File: config.mk
export PLATFORM = sky130hd
export DESIGN_NAME = lpspc_ctrl
export DESIGN_NICKNAME = d
export VERILOG_FILES = /design/src/lpspc_pkg.sv /design/src/lpspc_ctrl.sv /design/src/lpspc_sync.sv /design/src/lpspc_vid_stepper.sv
export VERILOG_INCLUDE_DIRS = /design/src /design/src/src
export SDC_FILE = /design/constraint.sdc
export NUM_CORES = 1
export LEC_CHECK = 0
export BUFFER_PORTS_ARGS = -buffer_cell sky130_fd_sc_hd__buf_2
export CORE_AREA = 2 2 95 97
export CTS_CLUSTER_SIZE = 30
export DETAILED_ROUTE_END_ITERATION = 10
export DIE_AREA = 0 0 97 99
export HOLD_SLACK_MARGIN = 0.06
export PLACE_DENSITY = 0.73
export SLEW_MARGIN = 20
export SYNTH_ARGS = -nofsm -noshare
export SYNTH_HDL_FRONTEND = slang
export SYNTH_HIERARCHICAL = 1
export SYNTH_SLANG_ARGS = --single-unit
File: constraint.sdc
create_clock -name CLOCK -period 6.35 [get_ports CLOCK]
set_clock_uncertainty 0.15 [all_clocks]
set_input_delay 1.27 -clock CLOCK [delete_from_list [all_inputs] [get_ports CLOCK]]
set_output_delay 1.27 -clock CLOCK [all_outputs]
set_load 0.02 [all_outputs]
File: src/lpspc_defines.svh
`ifndef LPSPC_DEFINES_SVH
`define LPSPC_DEFINES_SVH

// widths
`define LPSPC_RATIO_W        6
`define LPSPC_VID_W          8
// reset operating point
`define LPSPC_RATIO_RST      6'h10
`define LPSPC_VID_RST        8'h40
// rated maximum ratio
`define LPSPC_RATIO_MAX      6'h14
// enhanced halt operating point
`define LPSPC_EH_RATIO       6'h08
`define LPSPC_EH_VID         8'h30
// one voltage code step is 12.5 mV
`define LPSPC_VID_STEP       8'h01
// bus clocks from grant acknowledge response to clock-stopped grant
`define LPSPC_GRANT_DLY      5'h14
`define LPSPC_GRANT_CNT_W    5
// cycles a voltage code step settles before the next
`define LPSPC_SETTLE         4'h4
`define LPSPC_SETTLE_W       4

`endif

File: src/lpspc_pkg.sv
package lpspc_pkg;
    `include "lpspc_defines.svh"

    typedef enum logic [3:0] {
        LPSPC_NORMAL     = 4'b0000,
        LPSPC_HALT       = 4'b0001,
        LPSPC_EH_ENTER   = 4'b0010,
        LPSPC_EH         = 4'b0011,
        LPSPC_EH_EXIT    = 4'b0100,
        LPSPC_HALT_SNOOP = 4'b0101,
        LPSPC_EH_SNOOP   = 4'b0110,
        LPSPC_SG_ACK     = 4'b0111,
        LPSPC_SG_WAIT    = 4'b1000,
        LPSPC_GRANT      = 4'b1001,
        LPSPC_GR_SNOOP   = 4'b1010
    } lpspc_state_e;

    typedef enum logic [1:0] {
        LPSPC_PS_IDLE  = 2'b00,
        LPSPC_PS_UP    = 2'b01,
        LPSPC_PS_DOWN  = 2'b10
    } lpspc_ps_e;
endpackage

File: src/lpspc_ctrl.sv
//
// Operation
// - without enhanced halt enabled, halt snoops use the plain halt snoop state.
// - in clock-stopped grant or halt, a snoop or interrupt enters the snoop state.
// - the snoop state holds until the snoop is serviced or the interrupt latched.
// - after that the block returns to whichever low-power state it left.
// - with enhanced halt enabled, its snoops use the enhanced halt snoop state.
// - the enhanced halt snoop state keeps the reduced ratio and voltage code.
// - enhanced halt snoops behave as halt snoops and return to enhanced halt.
// - a performance change alters only core ratio and voltage code, never the bus clock.
// - a performance change starts only on a write of the target operating point.
// - going faster, the voltage code steps up first, then the ratio changes.
// - the core ratio never exceeds the rated maximum.
// - going slower, the ratio changes first, then the voltage code steps down.
// - clock-stopped grant starts 20 bus clocks after the acknowledge response.
// - enhanced halt entry lowers ratio then voltage; exit restores voltage then ratio.
// - in clock-stopped grant, interrupts are latched while snoops are processed.
module lpspc_ctrl
    import lpspc_pkg::*;
(
    input  wire logic                       CLOCK,
    input  wire logic                       RST,
    input  wire logic                       EH_ENABLE,
    input  wire logic                       HALT_REQ,
    input  wire logic                       BREAK_EVENT,
    input  wire logic                       STOP_CLOCK_REQUEST_N,
    input  wire logic                       SNOOP_VALID,
    input  wire logic                       SNOOP_DONE,
    input  wire logic                       BUS_INTR,
    input  wire logic                       ACK_RESPONSE,
    input  wire logic                       PS_WRITE,
    input  wire logic [`LPSPC_RATIO_W-1:0]  PS_RATIO,
    input  wire logic [`LPSPC_VID_W-1:0]    PS_VID,
    output logic                            SPECIAL_BUS_CYCLE_REQ,
    output logic                            CORE_CLOCK_RUN,
    output logic                            SNOOP_ACTIVE,
    output logic                            INTR_PENDING,
    output logic      [`LPSPC_RATIO_W-1:0]  CORE_RATIO,
    output logic      [`LPSPC_VID_W-1:0]    VOLTAGE_ID_CODE,
    output logic                            PS_BUSY,
    output logic      [3:0]                 POWER_STATE
);
    typedef struct packed {
        lpspc_state_e                   state_r;
        lpspc_ps_e                      ps_r;
        logic [`LPSPC_RATIO_W-1:0]      ratio_r;
        logic [`LPSPC_RATIO_W-1:0]      op_ratio_r;
        logic [`LPSPC_VID_W-1:0]        op_vid_r;
        logic [`LPSPC_RATIO_W-1:0]      tgt_ratio_r;
        logic [`LPSPC_VID_W-1:0]        vid_tgt_r;
        logic [`LPSPC_GRANT_CNT_W-1:0]  cnt_r;
        logic                           intr_r;
        logic                           intr_ev_r;
        logic                           sbc_r;
    } lpspc_ctrl_s;

    lpspc_ctrl_s st_r;
    lpspc_ctrl_s st_nxt;

    logic                       stop_n_sync;
    logic [`LPSPC_VID_W-1:0]    vid_now;
    logic                       vid_done;
    logic [`LPSPC_RATIO_W-1:0]  req_ratio;
    logic                       snoop_ev;
    logic                       snoop_end;
    logic                       in_snoop;
    logic                       core_run;

    ////////////////////////////////////////////////////////////////////////
    // pin synchroniser and voltage stepper
    lpspc_sync u_stop_sync (
        .CLOCK (CLOCK),
        .RST   (RST),
        .d     (STOP_CLOCK_REQUEST_N),
        .q     (stop_n_sync)
    );

    lpspc_vid_stepper u_vid (
        .CLOCK     (CLOCK),
        .RST       (RST),
        .target    (st_r.vid_tgt_r),
        .vid       (vid_now),
        .at_target (vid_done)
    );

    ////////////////////////////////////////////////////////////////////////
    // next state
    // clamp to rated maximum
    assign req_ratio = (PS_RATIO > `LPSPC_RATIO_MAX) ? `LPSPC_RATIO_MAX : PS_RATIO;
    assign snoop_ev  = SNOOP_VALID || BUS_INTR;

    ////////////////////////////////////////////////////////////////////////
    // snoop end: serviced, or an interrupt latched now or on the last edge
    // an old pending interrupt does not end a later snoop
    assign snoop_end = SNOOP_DONE || BUS_INTR || st_r.intr_ev_r;

    always_comb begin
        st_nxt     = st_r;
        st_nxt.sbc_r = 1'b0;

        ////////////////////////////////////////////////////////////////////
        // performance sequence, started in normal state only
        case (st_r.ps_r)
            LPSPC_PS_IDLE: begin
                if (PS_WRITE && st_r.state_r == LPSPC_NORMAL) begin
                    st_nxt.tgt_ratio_r = req_ratio;
                    st_nxt.op_vid_r    = PS_VID;
                    st_nxt.op_ratio_r  = req_ratio;
                    if (req_ratio > st_r.ratio_r) begin
                        st_nxt.vid_tgt_r = PS_VID;
                        st_nxt.ps_r      = LPSPC_PS_UP;
                    end else begin
                        st_nxt.ratio_r = req_ratio;
                        st_nxt.ps_r    = LPSPC_PS_DOWN;
                    end
                end
            end
            LPSPC_PS_UP: begin
                if (vid_done) begin
                    st_nxt.ratio_r = st_r.tgt_ratio_r;
                    st_nxt.ps_r    = LPSPC_PS_IDLE;
                end
            end
            LPSPC_PS_DOWN: begin
                st_nxt.vid_tgt_r = st_r.op_vid_r;
                if (vid_done && st_r.vid_tgt_r == st_r.op_vid_r) begin
                    st_nxt.ps_r = LPSPC_PS_IDLE;
                end
            end
            default: begin
                st_nxt.ps_r = LPSPC_PS_IDLE;
            end
        endcase

        ////////////////////////////////////////////////////////////////////
        // power state machine
        // latch bus interrupts while stopped
        st_nxt.intr_ev_r = 1'b0;
        if (BUS_INTR && st_r.state_r != LPSPC_NORMAL) begin
            st_nxt.intr_r    = 1'b1;
            st_nxt.intr_ev_r = 1'b1;
        end

        case (st_r.state_r)
            LPSPC_NORMAL: begin
                st_nxt.intr_r = 1'b0;
                if (!stop_n_sync) begin
                    st_nxt.sbc_r   = 1'b1;
                    st_nxt.state_r = LPSPC_SG_ACK;
                end else if (HALT_REQ && st_r.ps_r == LPSPC_PS_IDLE) begin
                    if (EH_ENABLE) begin
                        st_nxt.ratio_r = `LPSPC_EH_RATIO;
                        st_nxt.state_r = LPSPC_EH_ENTER;
                    end else begin
                        st_nxt.state_r = LPSPC_HALT;
                    end
                end
            end
            LPSPC_SG_ACK: begin
                if (ACK_RESPONSE) begin
                    // the edge into waiting is the first of the count
                    st_nxt.cnt_r   = `LPSPC_GRANT_DLY - 1'b1;
                    st_nxt.state_r = LPSPC_SG_WAIT;
                end
            end
            LPSPC_SG_WAIT: begin
                st_nxt.cnt_r = st_r.cnt_r - 1'b1;
                if (st_r.cnt_r == `LPSPC_GRANT_CNT_W'(1)) begin
                    st_nxt.state_r = LPSPC_GRANT;
                end
            end
            LPSPC_GRANT: begin
                if (snoop_ev) begin
                    st_nxt.state_r = LPSPC_GR_SNOOP;
                end else if (stop_n_sync) begin
                    st_nxt.state_r = LPSPC_NORMAL;
                end
            end
            LPSPC_GR_SNOOP: begin
                if (snoop_end) begin
                    st_nxt.state_r = LPSPC_GRANT;
                end
            end
            LPSPC_HALT: begin
                if (BREAK_EVENT || st_r.intr_r) begin
                    st_nxt.state_r = LPSPC_NORMAL;
                end else if (snoop_ev) begin
                    st_nxt.state_r = LPSPC_HALT_SNOOP;
                end
            end
            LPSPC_HALT_SNOOP: begin
                if (snoop_end) begin
                    st_nxt.state_r = LPSPC_HALT;
                end
            end
            LPSPC_EH_ENTER: begin
                st_nxt.vid_tgt_r = `LPSPC_EH_VID;
                if (vid_done && st_r.vid_tgt_r == `LPSPC_EH_VID) begin
                    st_nxt.state_r = LPSPC_EH;
                end
            end
            LPSPC_EH: begin
                if (BREAK_EVENT || st_r.intr_r) begin
                    st_nxt.vid_tgt_r = st_r.op_vid_r;
                    st_nxt.state_r   = LPSPC_EH_EXIT;
                end else if (snoop_ev) begin
                    st_nxt.state_r = LPSPC_EH_SNOOP;
                end
            end
            LPSPC_EH_SNOOP: begin
                if (snoop_end) begin
                    st_nxt.state_r = LPSPC_EH;
                end
            end
            LPSPC_EH_EXIT: begin
                if (vid_done) begin
                    st_nxt.ratio_r = st_r.op_ratio_r;
                    st_nxt.state_r = LPSPC_NORMAL;
                end
            end
            default: begin
                st_nxt.state_r = LPSPC_NORMAL;
            end
        endcase
    end

    ////////////////////////////////////////////////////////////////////////
    // registers
    always_ff @(posedge CLOCK) begin
        if (RST) begin
            st_r <= '{
                state_r:     LPSPC_NORMAL,
                ps_r:        LPSPC_PS_IDLE,
                ratio_r:     `LPSPC_RATIO_RST,
                op_ratio_r:  `LPSPC_RATIO_RST,
                op_vid_r:    `LPSPC_VID_RST,
                tgt_ratio_r: `LPSPC_RATIO_RST,
                vid_tgt_r:   `LPSPC_VID_RST,
                cnt_r:       '0,
                intr_r:      1'b0,
                intr_ev_r:   1'b0,
                sbc_r:       1'b0
            };
        end else begin
            st_r <= st_nxt;
        end
    end

    ////////////////////////////////////////////////////////////////////////
    // state decode for status outputs
    always_comb begin
        in_snoop = 1'b0;
        core_run = 1'b0;
        case (st_r.state_r)
            LPSPC_NORMAL: begin
                core_run = 1'b1;
            end
            LPSPC_HALT_SNOOP: begin
                in_snoop = 1'b1;
            end
            LPSPC_EH_SNOOP: begin
                in_snoop = 1'b1;
            end
            LPSPC_GR_SNOOP: begin
                in_snoop = 1'b1;
            end
            default: begin
                in_snoop = 1'b0;
                core_run = 1'b0;
            end
        endcase
    end

    ////////////////////////////////////////////////////////////////////////
    // outputs
    assign SPECIAL_BUS_CYCLE_REQ = st_r.sbc_r;
    assign CORE_CLOCK_RUN        = core_run;
    assign SNOOP_ACTIVE          = in_snoop;
    assign INTR_PENDING          = st_r.intr_r;
    assign CORE_RATIO            = st_r.ratio_r;
    assign VOLTAGE_ID_CODE       = vid_now;
    assign PS_BUSY               = (st_r.ps_r != LPSPC_PS_IDLE);
    assign POWER_STATE           = st_r.state_r;
endmodule

File: src/lpspc_sync.sv
module lpspc_sync
    import lpspc_pkg::*;
(
    input  wire logic CLOCK,
    input  wire logic RST,
    input  wire logic d,
    output logic      q
);
    typedef struct packed {
        logic s1_r;
        logic s2_r;
    } lpspc_sync_s;

    lpspc_sync_s st_r;
    lpspc_sync_s st_nxt;

    always_comb begin
        st_nxt.s1_r = d;
        st_nxt.s2_r = st_r.s1_r;
    end

    always_ff @(posedge CLOCK) begin
        if (RST) begin
            st_r <= '{s1_r: 1'b1, s2_r: 1'b1};
        end else begin
            st_r <= st_nxt;
        end
    end

    assign q = st_r.s2_r;
endmodule

File: src/lpspc_vid_stepper.sv
module lpspc_vid_stepper
    import lpspc_pkg::*;
(
    input  wire logic                       CLOCK,
    input  wire logic                       RST,
    input  wire logic [`LPSPC_VID_W-1:0]    target,
    output logic      [`LPSPC_VID_W-1:0]    vid,
    output logic                            at_target
);
    typedef struct packed {
        logic [`LPSPC_VID_W-1:0]    vid_r;
        logic [`LPSPC_SETTLE_W-1:0] wait_r;
    } lpspc_vs_s;

    lpspc_vs_s st_r;
    lpspc_vs_s st_nxt;

    always_comb begin
        st_nxt = st_r;
        if (st_r.wait_r != '0) begin
            st_nxt.wait_r = st_r.wait_r - 1'b1;
        end else if (target > st_r.vid_r) begin
            st_nxt.vid_r  = st_r.vid_r + `LPSPC_VID_STEP;
            st_nxt.wait_r = `LPSPC_SETTLE;
        end else if (target < st_r.vid_r) begin
            st_nxt.vid_r  = st_r.vid_r - `LPSPC_VID_STEP;
            st_nxt.wait_r = `LPSPC_SETTLE;
        end
    end

    always_ff @(posedge CLOCK) begin
        if (RST) begin
            st_r <= '{vid_r: `LPSPC_VID_RST, wait_r: '0};
        end else begin
            st_r <= st_nxt;
        end
    end

    assign vid       = st_r.vid_r;
    assign at_target = (st_r.vid_r == target) && (st_r.wait_r == '0);
endmodule

======== After elaboration in Yosys (flattened, before gate mapping) ========
Cells that the tools add are included.
storage, ports and cells
  input bits .............................. 25
  register bits ........................... 56
operators by class
  reduce and logical (&&, ||, !) cells .... 27
  eq/ne operators ......................... 30
  bitwise logic cells ..................... 2
  mux-type cells .......................... 43
  $lt $le $gt $ge ......................... 4
  $add $sub $neg .......................... 4
operators with widths
  kind                 number
  $mux 4               16
  $pmux 4 s11          1
  $mux 36              1
  $mux 6               6
  $pmux 8 s2           2
  $mux 12              2
  $mux 8               3
  $pmux 6 s2           2
  $ne 2x2->1 const B   10
  $eq 4x3->1 const B   4
  $eq 8x8->1           2
  $eq 4x4->1 const B   3
  $reduce_and 11->1    1
  $pmux 5 s2           1
  $ne 3x3->1 const B   3
  $add 8x1->8 const B  1
  $eq 4x2->1 const B   2
  $eq 8x6->1 const B   1
  $gt 8x8->1           1
  $logic_not 4->1      2
  $lt 8x8->1           1
  $reduce_bool 4->1    2
  $sub 8x1->8 const B  1
  $gt 6x5->1 const B   1
  22 further kinds     41

======== Logic depth before layout (Yosys ltp) ========
Gate-level depths: netlist of the first run.
  word-level depth ........................ 10
  mapped depth ............................ 13
  gate-level depth less buffers ........... 13

======== Cells and area by module ========
The synthesis of the first run kept the hierarchy.
by module, submodules not included
  module             area an instance (um^2)  instances  seq. area each (um^2)  cells an instance
  lpspc_ctrl         2767.7                   1          840.8                  357
  lpspc_vid_stepper  1021.0                   1          240.2                  113
  lpspc_sync         52.6                     1          40.0                   4

======== Worst setup path before layout of the first run ========
Ideal clock, no wire load.
  path kind ............................... register -> register
  from .................................... register u_vid.st_r (netlist bit u_vid/vid[1])
  to ...................................... register u_vid.st_r (netlist bit u_vid/vid[7])
  arrival ................................. 3.100 ns
  setup slack ............................. 2.976 ns
  buffers on the path ..................... 0
  stages on the path, launching flop included .. 14
  cells stage by stage .................... dfxtp_1 -> inv_1 -> ha_1 -> nor2b_4 -> o211ai_4 -> a21oi_1 -> o21ai_0 -> ha_1 -> a21o_1 -> a31o_1 -> a21oi_2 -> nor3_1 -> mux2i_1 -> mux2_1
on the way
  longest elaborated chain between the ends .. 3
  elaborated cells between the ends (all ways) .. 8
  those cells by class .................... 2 x add/sub; 2 x order compare; 2 x mux; 2 x reduce/logical
RTL lines
  what                                                  line                     source
  start, declared                                       lpspc_vid_stepper.sv:15  lpspc_vs_s st_r;
  start signal, assigned                                lpspc_vid_stepper.sv:33  st_r <= '{vid_r: `LPSPC_VID_RST, wait_r: '0};
  start signal, assigned                                lpspc_vid_stepper.sv:35  st_r <= st_nxt;
  $sub 8x1->8 (no source line) (tied with other cells)  -
  $mux 12 / $reduce_bool 2->1 (equally long branches)   -
  $mux 12 / $reduce_and 2->1 (equally long branches)    -
Parallel ways exist; a longest one is shown, timed or not. The select of a mux whose other input is x is not followed.
A chain may end at the register's enable or synchronous reset.

======== Final worst setup path of the first run ========
  from .................................... input PS_RATIO[5]
  to ...................................... register st_r (netlist bit CORE_RATIO[2])
on the way
  longest elaborated chain between the ends .. 10
  elaborated cells between the ends (all ways) .. 11
  those cells by class .................... 2 x order compare; 9 x mux
RTL lines
  what                             line               source
  start, declared                  lpspc_ctrl.sv:32   input wire logic [`LPSPC_RATIO_W-1:0] PS_RATIO,
  $gt 6x5->1 (no source line) (*)  -
  $mux 6 (*)                       lpspc_ctrl.sv:89   assign req_ratio = (PS_RATIO > `LPSPC_RATIO_MAX) ? `LPSPC_RATIO_MAX : PS_RATIO;
  via req_ratio[4]                 lpspc_ctrl.sv:63   logic [`LPSPC_RATIO_W-1:0] req_ratio;
  $gt 6x6->1 (*)                   lpspc_ctrl.sv:109  if (req_ratio > st_r.ratio_r) begin
  $mux 6 (*)                       lpspc_ctrl.sv:109
  $mux 36 (*)                      lpspc_ctrl.sv:105  if (PS_WRITE && st_r.state_r == LPSPC_NORMAL) begin
  $pmux 6 s2 (*)                   lpspc_ctrl.sv:103  case (st_r.ps_r)
  $mux 6                           lpspc_ctrl.sv:151  if (EH_ENABLE) begin
  $mux 6                           lpspc_ctrl.sv:150  end else if (HALT_REQ && st_r.ps_r == LPSPC_PS_IDLE) begin
  $mux 6                           lpspc_ctrl.sv:147  if (!stop_n_sync) begin
  $pmux 6 s2 (*)                   lpspc_ctrl.sv:144  case (st_r.state_r)
  end signal, assigned             lpspc_ctrl.sv:231  st_r <= '{
  end signal, assigned             lpspc_ctrl.sv:245  st_r <= st_nxt;
  end, declared                    lpspc_ctrl.sv:57   lpspc_ctrl_s st_r;
The timed path passes the listed nets; every way through them passes the cells marked *. The select of a mux whose other input is x is not followed.

==> results of run 1 <==
-- metrics by stage --
stage	cells	hold WS, ns	setup WS, ns	power, W	utilization
5_1_grt	597	0.283	2.26	0.00266	0.478
4_1_cts	596	0.267	2.40	0.00243	0.477
6_report	597	0.262	2.38	0.00243	0.478
2_1_floorplan	474	0.233	2.98	0.00197	-
3_5_place_dp	590	0.244	2.09	0.00220	0.465
3_3_place_gp	590	0.244	2.22	0.00216	0.465
-- logic make-up (layout without fill, tap and decap cells) --
logic type	after synthesis	count (layout)	share of synthesized area
simple gates	157	157	0.212
xor+xnor	18	18	0.0410
mux	14	14	0.0371
compound gates	137	137	0.252
fa+ha+maj	22	22	0.0736
other cells	1	1	0.000976
buf+inv	69	84	0.0906
flops	56	56	0.292
-- critical path, stage by stage --
cell	delay, ns
buf_2	0.12
nor2_1	0.22
inv_1	0.07
ha_1	0.30
and4b_1	0.20
a211oi_1	0.27
o21ai_0	0.16
o21ai_0	0.77
or4b_1	0.50
o311a_1	0.13
-- sequential cells by signal, summed over array words and instances, names as in the netlist --
name,flops
CORE_RATIO,6
INTR_PENDING,1
POWER_STATE,4
SPECIAL_BUS_CYCLE_REQ,1
st_r,30
u_stop_sync/q,1
u_stop_sync/st_nxt,1
u_vid/st_r,4
u_vid/vid,8
-- worst max-delay path by stage --
| stage | startpoint | end | slack (ns) | depth (start not counted) |
|---|---|---|---|---|
| global placement | PS_RATIO[4] | st_r[11] | 2.22 | 10 |
| global route | PS_RATIO[2] | CORE_RATIO[2] | 2.26 | 11 |
| CTS | PS_RATIO[2] | st_r[8] | 2.40 | 11 |
| floorplan | u_vid/vid[1] | u_vid/vid[7] | 2.98 | 13 |
| finish | PS_RATIO[5] | CORE_RATIO[2] | 2.38 | 10 |
| detailed placement | PS_RATIO[2] | st_r[8] | 2.09 | 11 |
-- per-layer routing --
| layer | vias up | wire length [um] | GRT usage |
|---|---|---|---|
| li1 | 1727 | - | - |
| met4 | 0 | 85 | 0.0390 |
| met2 | 99 | 4100 | 0.319 |
| met3 | 11 | 502 | 0.0340 |
| met5 | - | 0 | 0 |
| met1 | 1645 | 4160 | 0.243 |
-- area by class of cell --
cell class / count / area, sq um
multi-input cells: 349 / 2370
repair buffers: 49 / 250
fillers: 863 / 4460
inverters: 29 / 109
well taps: 108 / 135
clock buffers: 5 / 68.8
flip-flops and latches: 56 / 1120
clock inverters: 1 / 30.0
-- synthesized netlist by cell type (11+ instances only) --
cell type  instances
dfxtp_1           56
nand2_1           48
a21oi_1           45
nor2_1            37
inv_1             27
ha_1              21
buf_4             19
nor3_1            14
mux2i_1           12
xnor2_1           12
clkbuf_1          11
o21ai_0           11
-- power breakdown --
part | internal, W | switching [W]
sequential | 0.000467 | 0.000165
clock | 0.000113 | 0.000111
combinational | 0.000693 | 0.000885
total | 0.00127 | 0.00116
==> flow_summary_export.csv, run 1 <==
group,metric,value,unit
timing,worst_pin_slew,1.07,ns
critical_path,cp.required,6.40,ns
floorplanning,die_h,99,um
timing,relSlewSlack,0.285,
yosys,synth.avg_cell_area,8.10,sq um
yosys,yosysSeqAreaShare,0.292,
clock_tree,cts_tree,"built",
power,ir_drop,0.424,mV
floorplanning,coreArea,0.00855,sq mm
timing,finalSetupTns,0,ns
yosys,yosys_warnings,6,
finish,post-route-cell-area,0.00409,sq mm
yosys,synth_edf_count,0,
timing,max_freq,252,MHz
clock_tree,cts_sinks,56,
yosys,yosysTopAreaCell,"dfxtp_1",
clock_tree,cts-resized-gates,0,
critical_path,arrival,4.02,ns
clock_tree,clk_pin_slew,0.09,ns
routing,routedWlPerCell,14.8,um
grt,grt_pass1_wl,15.0,mm
critical_path,r2r_end,"POWER_STATE[1]",
yosys,ys_ff_latch,56,
timing,rsz0062_at_grt,"no",
run_status,status,"completed",
grt,antenna_found_initial,0,
timing,hold_viol,0,
worst_hold_path,worstHoldPathCells,1,
yosys,synthFlopType,"dfxtp_1",
place,portBuffers,47,
finish,areaGrowthSynthToFinish,6.38,%
place,hpwlAfterDp,6.40,mm
clock_tree,cts_made_buffers,5,
floorplanning,num_rows,34,
floorplanning,die_w,97,um
routing,drt_iter0_markers,236,
yosys,synth.area.top_cells,"dfxtp_1 29%, ha_1 6.8%, a21oi_1 5.9%, nand2_1 4.7%, buf_4 3.7%",
yosys,synth_cell_types,74,
critical_path,critPathCaptureType,"flop",
critical_path,critPathMaxFanout,11,
finish,final_cell_mix,"56 x dfxtp_1, 48 x nand2_1, 47 x buf_2",
clock_tree,clock_latency,0.31,ns
grt,grt-ovfl-total,0,
worst_hold_path,hold_path.startpoint,"u_stop_sync/st_nxt[0]",
yosys,synth.cell_area,0.00384,sq mm
grt,grt_pass1_vias,3189,
clock_tree,cts_setup_buffers,0,
clock_tree,cts_root_buf,"clkbuf_8",
critical_path,r2r_slack,2.86,ns
critical_path,r2r_cells,10,
grt,grt_usage,0.185,
finish,layout_commonest_cell,"dfxtp_1",
finish,drive_gt1_frac,0.162,
timing,fin_crit_sh,0.625,
floorplanning,initial_core_util,0.449,
grt,grt_max_degree,53,
routing,first_pass_iters,5,
critical_path,critPathLaunchType,"primary input",
routing,ant_nets,0,
power,powerDensity,596,mW/mm^2
finish,n_antenna_cell,0,
clock_tree,ctsHtreeMaxLevel,2,
flow_run,drv_cap,0,
floorplanning,design.die.area,0.00960,sq mm
worst_hold_path,hold_class,"reg -> reg",
timing,post-route-min-period,3.97,ns
yosys,synth_fp_nets,521,
yosys,syn_inst,474,
place,gp_congestion,0.867,
place,dpl_cell_area,0.00398,sq mm
routing,viasPerCell,5.83,
critical_path,rr_startpoint,"u_vid/vid[3]",
routing,drc_errors,0,
timing,setup_violations,0,
floorplanning,design.portCount,48,
clock_tree,ctsHoldBuffers,0,
critical_path,crit_type,"in -> reg",
yosys,synth_top_area_frac,0.292,
yosys,synth-async-reset-ratio,0,
worst_hold_path,holdPathEnd,"u_stop_sync/q",
finish,final_nets,537,
routing,vias,3482,
clock_tree,clockBufferDepth,2,
power,p_leak,1.75,nW
timing,slew_viol_final,0,
routing,routed_wl,8.85,mm
Note: power is estimated with default switching activity, not from simulation.
==> run 2, diff against run 1 <==
==> constraint.sdc (replaced) <==
create_clock -name CLOCK -period 4 [get_ports CLOCK]
set_clock_uncertainty 0.15 [all_clocks]
set_input_delay 0.8 -clock CLOCK [delete_from_list [all_inputs] [get_ports CLOCK]]
set_output_delay 0.8 -clock CLOCK [all_outputs]
set_load 0.02 [all_outputs]
==> run 2 against run 1 <==
  * Clock power grew 68%
  * Total power is 63% higher
  * Register-to-register slack got worse by 2.1 ns
  * Via count is 0.66% higher
  * Critical endpoint is now u_vid/vid[7]
  * Clock-buffer cell count is 1 higher
  * Flip-flop and latch count did not move
  * Combinational power increased by 63%
  * Utilization up 0.45 points
  * Wire length up 5.0%
  * First-iteration DRC count fell by 10%
==> flow_summary_export.csv, run 2 (synthesized netlist as in run 1, its figures left out) <==
group,metric,value,unit
routing,routedWlPerCell,15.4,um
timing,hold_slack,0.261,ns
clock_tree,ctsHoldBuffers,0,
timing,post-route-min-period,3.26,ns
grt,grt-ovfl-total,0,
finish,final_cell_mix,"56 x dfxtp_1, 48 x nand2_1, 47 x buf_2",
clock_tree,cts_sinks,56,
timing,worst_pin_slew,0.779,ns
floorplanning,die_w,97,um
clock_tree,cts_root_buf,"clkbuf_8",
power,ir_drop,0.748,mV
clock_tree,clock_latency,0.33,ns
power,powerDensity,962,mW/mm^2
worst_hold_path,holdPathEnd,"u_stop_sync/q",
clock_tree,cts_tree,"built",
critical_path,r2r_slack,0.74,ns
routing,routed_wl,9.30,mm
critical_path,critPathMaxFanout,7,
timing,slew_viol_final,0,
timing,max_freq,306,MHz
timing,setup_violations,0,
clock_tree,clk_pin_slew,0.10,ns
worst_hold_path,worstHoldPathCells,1,
routing,ant_nets,0,
routing,drt_iter0_markers,212,
critical_path,cp_slowest_stage_delay,0.42,ns
routing,drc_errors,0,
timing,relSlewSlack,0.478,
floorplanning,num_rows,34,
floorplanning,die_h,99,um
grt,antenna_found_initial,0,
finish,drive_gt1_frac,0.170,
finish,final_nets,541,
critical_path,r2r_cells,14,
place,gp_congestion,0.843,
clock_tree,cts_setup_buffers,0,
grt,grt_max_degree,31,
worst_hold_path,hold_class,"reg -> reg",
clock_tree,cts-resized-gates,0,
clock_tree,clockBufferDepth,2,
critical_path,critPathLaunchType,"flop",
power,p_leak,1.77,nW
grt,grt_usage,0.195,
floorplanning,initial_core_util,0.449,
grt,grtUsageMet2,0.325,
critical_path,cp.required,4.06,ns
routing,first_pass_iters,5,
critical_path,arrival,3.33,ns
finish,regMostFlops,"st_r",
floorplanning,design.die.area,0.00960,sq mm
timing,finalSetupTns,0,ns
grt,grt_use_met3,0.0390,
finish,layout_commonest_cell,"dfxtp_1",
timing,rsz0062_at_grt,"no",
finish,areaGrowthSynthToFinish,7.39,%
clock_tree,cts_made_buffers,5,
clock_tree,ctsHtreeMaxLevel,2,
place,portBuffers,47,
critical_path,critPathCaptureType,"flop",
grt,grt_pass1_wl,15.7,mm
critical_path,crit_type,"reg -> reg",
critical_path,cpMostUsedCell,"ha_1",
timing,fin_crit_sh,0.816,
floorplanning,coreArea,0.00855,sq mm
grt,gr-usage-met1,0.261,
finish,largest_reg_flops,30,
routing,vias,3505,
flow_run,drv_cap,0,
grt,grt-busiest-layer,"met2",
timing,hold_viol,0,
run_status,status,"completed",
critical_path,rr_startpoint,"u_vid/vid[1]",
critical_path,cpMaxStageDelayCell,"dfxtp_1",
critical_path,crit_chain,"inv_1, ha_1, nor2b_4, o211ai_4, a21oi_1, o21ai_0, buf_4, ha_1, a21o_1, a31o_1, a21oi_2, nor3_1, mux2i_1, mux2_1",
worst_hold_path,hold_path.startpoint,"u_stop_sync/st_nxt[0]",
finish,n_antenna_cell,0,
grt,grt_pass1_vias,3379,
place,hpwlAfterDp,6.70,mm
floorplanning,design.portCount,48,
critical_path,r2r_end,"u_vid/vid[7]",
routing,viasPerCell,5.81,
==> run 2: how the worst max path moves through the flow <==
stage / startpoint / end / slack (ns)
6_report: u_vid/vid[1] / u_vid/vid[7] / 0.74
5_1_grt: u_vid/vid[1] / u_vid/vid[7] / 0.56
4_1_cts: u_vid/vid[1] / u_vid/vid[7] / 0.73
3_5_place_dp: PS_RATIO[2] / CORE_RATIO[2] / 0.73
3_3_place_gp: PS_RATIO[4] / CORE_RATIO[2] / 0.81
2_1_floorplan: u_vid/vid[1] / u_vid/vid[7] / 0.63
==> run 2: where the power goes <==
part | internal [W] | total [W] | switching [W]
combinational | 0.00114 | 0.00258 | 0.00144
sequential | 0.000742 | 0.00101 | 0.000268
clock | 0.000186 | 0.000378 | 0.000192
==> run 2: area by class of cell <==
cell class	instances	area, sq um
well taps	108	135
inverters	29	109
fillers	841	4430
clock inverters	2	35.0
multi-input cells	349	2370
repair buffers	53	280
clock buffers	6	72.6
flip-flops and latches	56	1120
==> run 2: metrics by stage <==
stage,power [W],setup WS [ns],area [sq um],std cells,utilization
2_1_floorplan,0.00312,0.626,3840,474,-
3_3_place_gp,0.00348,0.808,4020,595,0.470
3_5_place_dp,0.00358,0.733,4020,595,0.470
4_1_cts,0.00397,0.731,4130,603,0.482
5_1_grt,0.00433,0.555,4130,603,0.482
6_report,0.00397,0.737,4130,603,0.482
==> run 2: per-layer routing <==
| layer | wire length [um] | vias up |
|---|---|---|
| met4 | 104 | 0 |
| met3 | 508 | 13 |
| li1 | - | 1729 |
| met5 | 0 | - |
| met2 | 4300 | 109 |
| met1 | 4390 | 1654 |
==> run 2: worst max-delay path, delay by kind of cell (launching register included) <==
kind	cells	cell delay, ns
flip-flops	1	0.42
multiplexers	2	0.49
AND/OR/NAND/NOR	2	0.20
buffers and inverters	2	0.28
adder cells (fa/ha/maj)	2	0.58
AO/OA/AOI/OAI	6	1.04
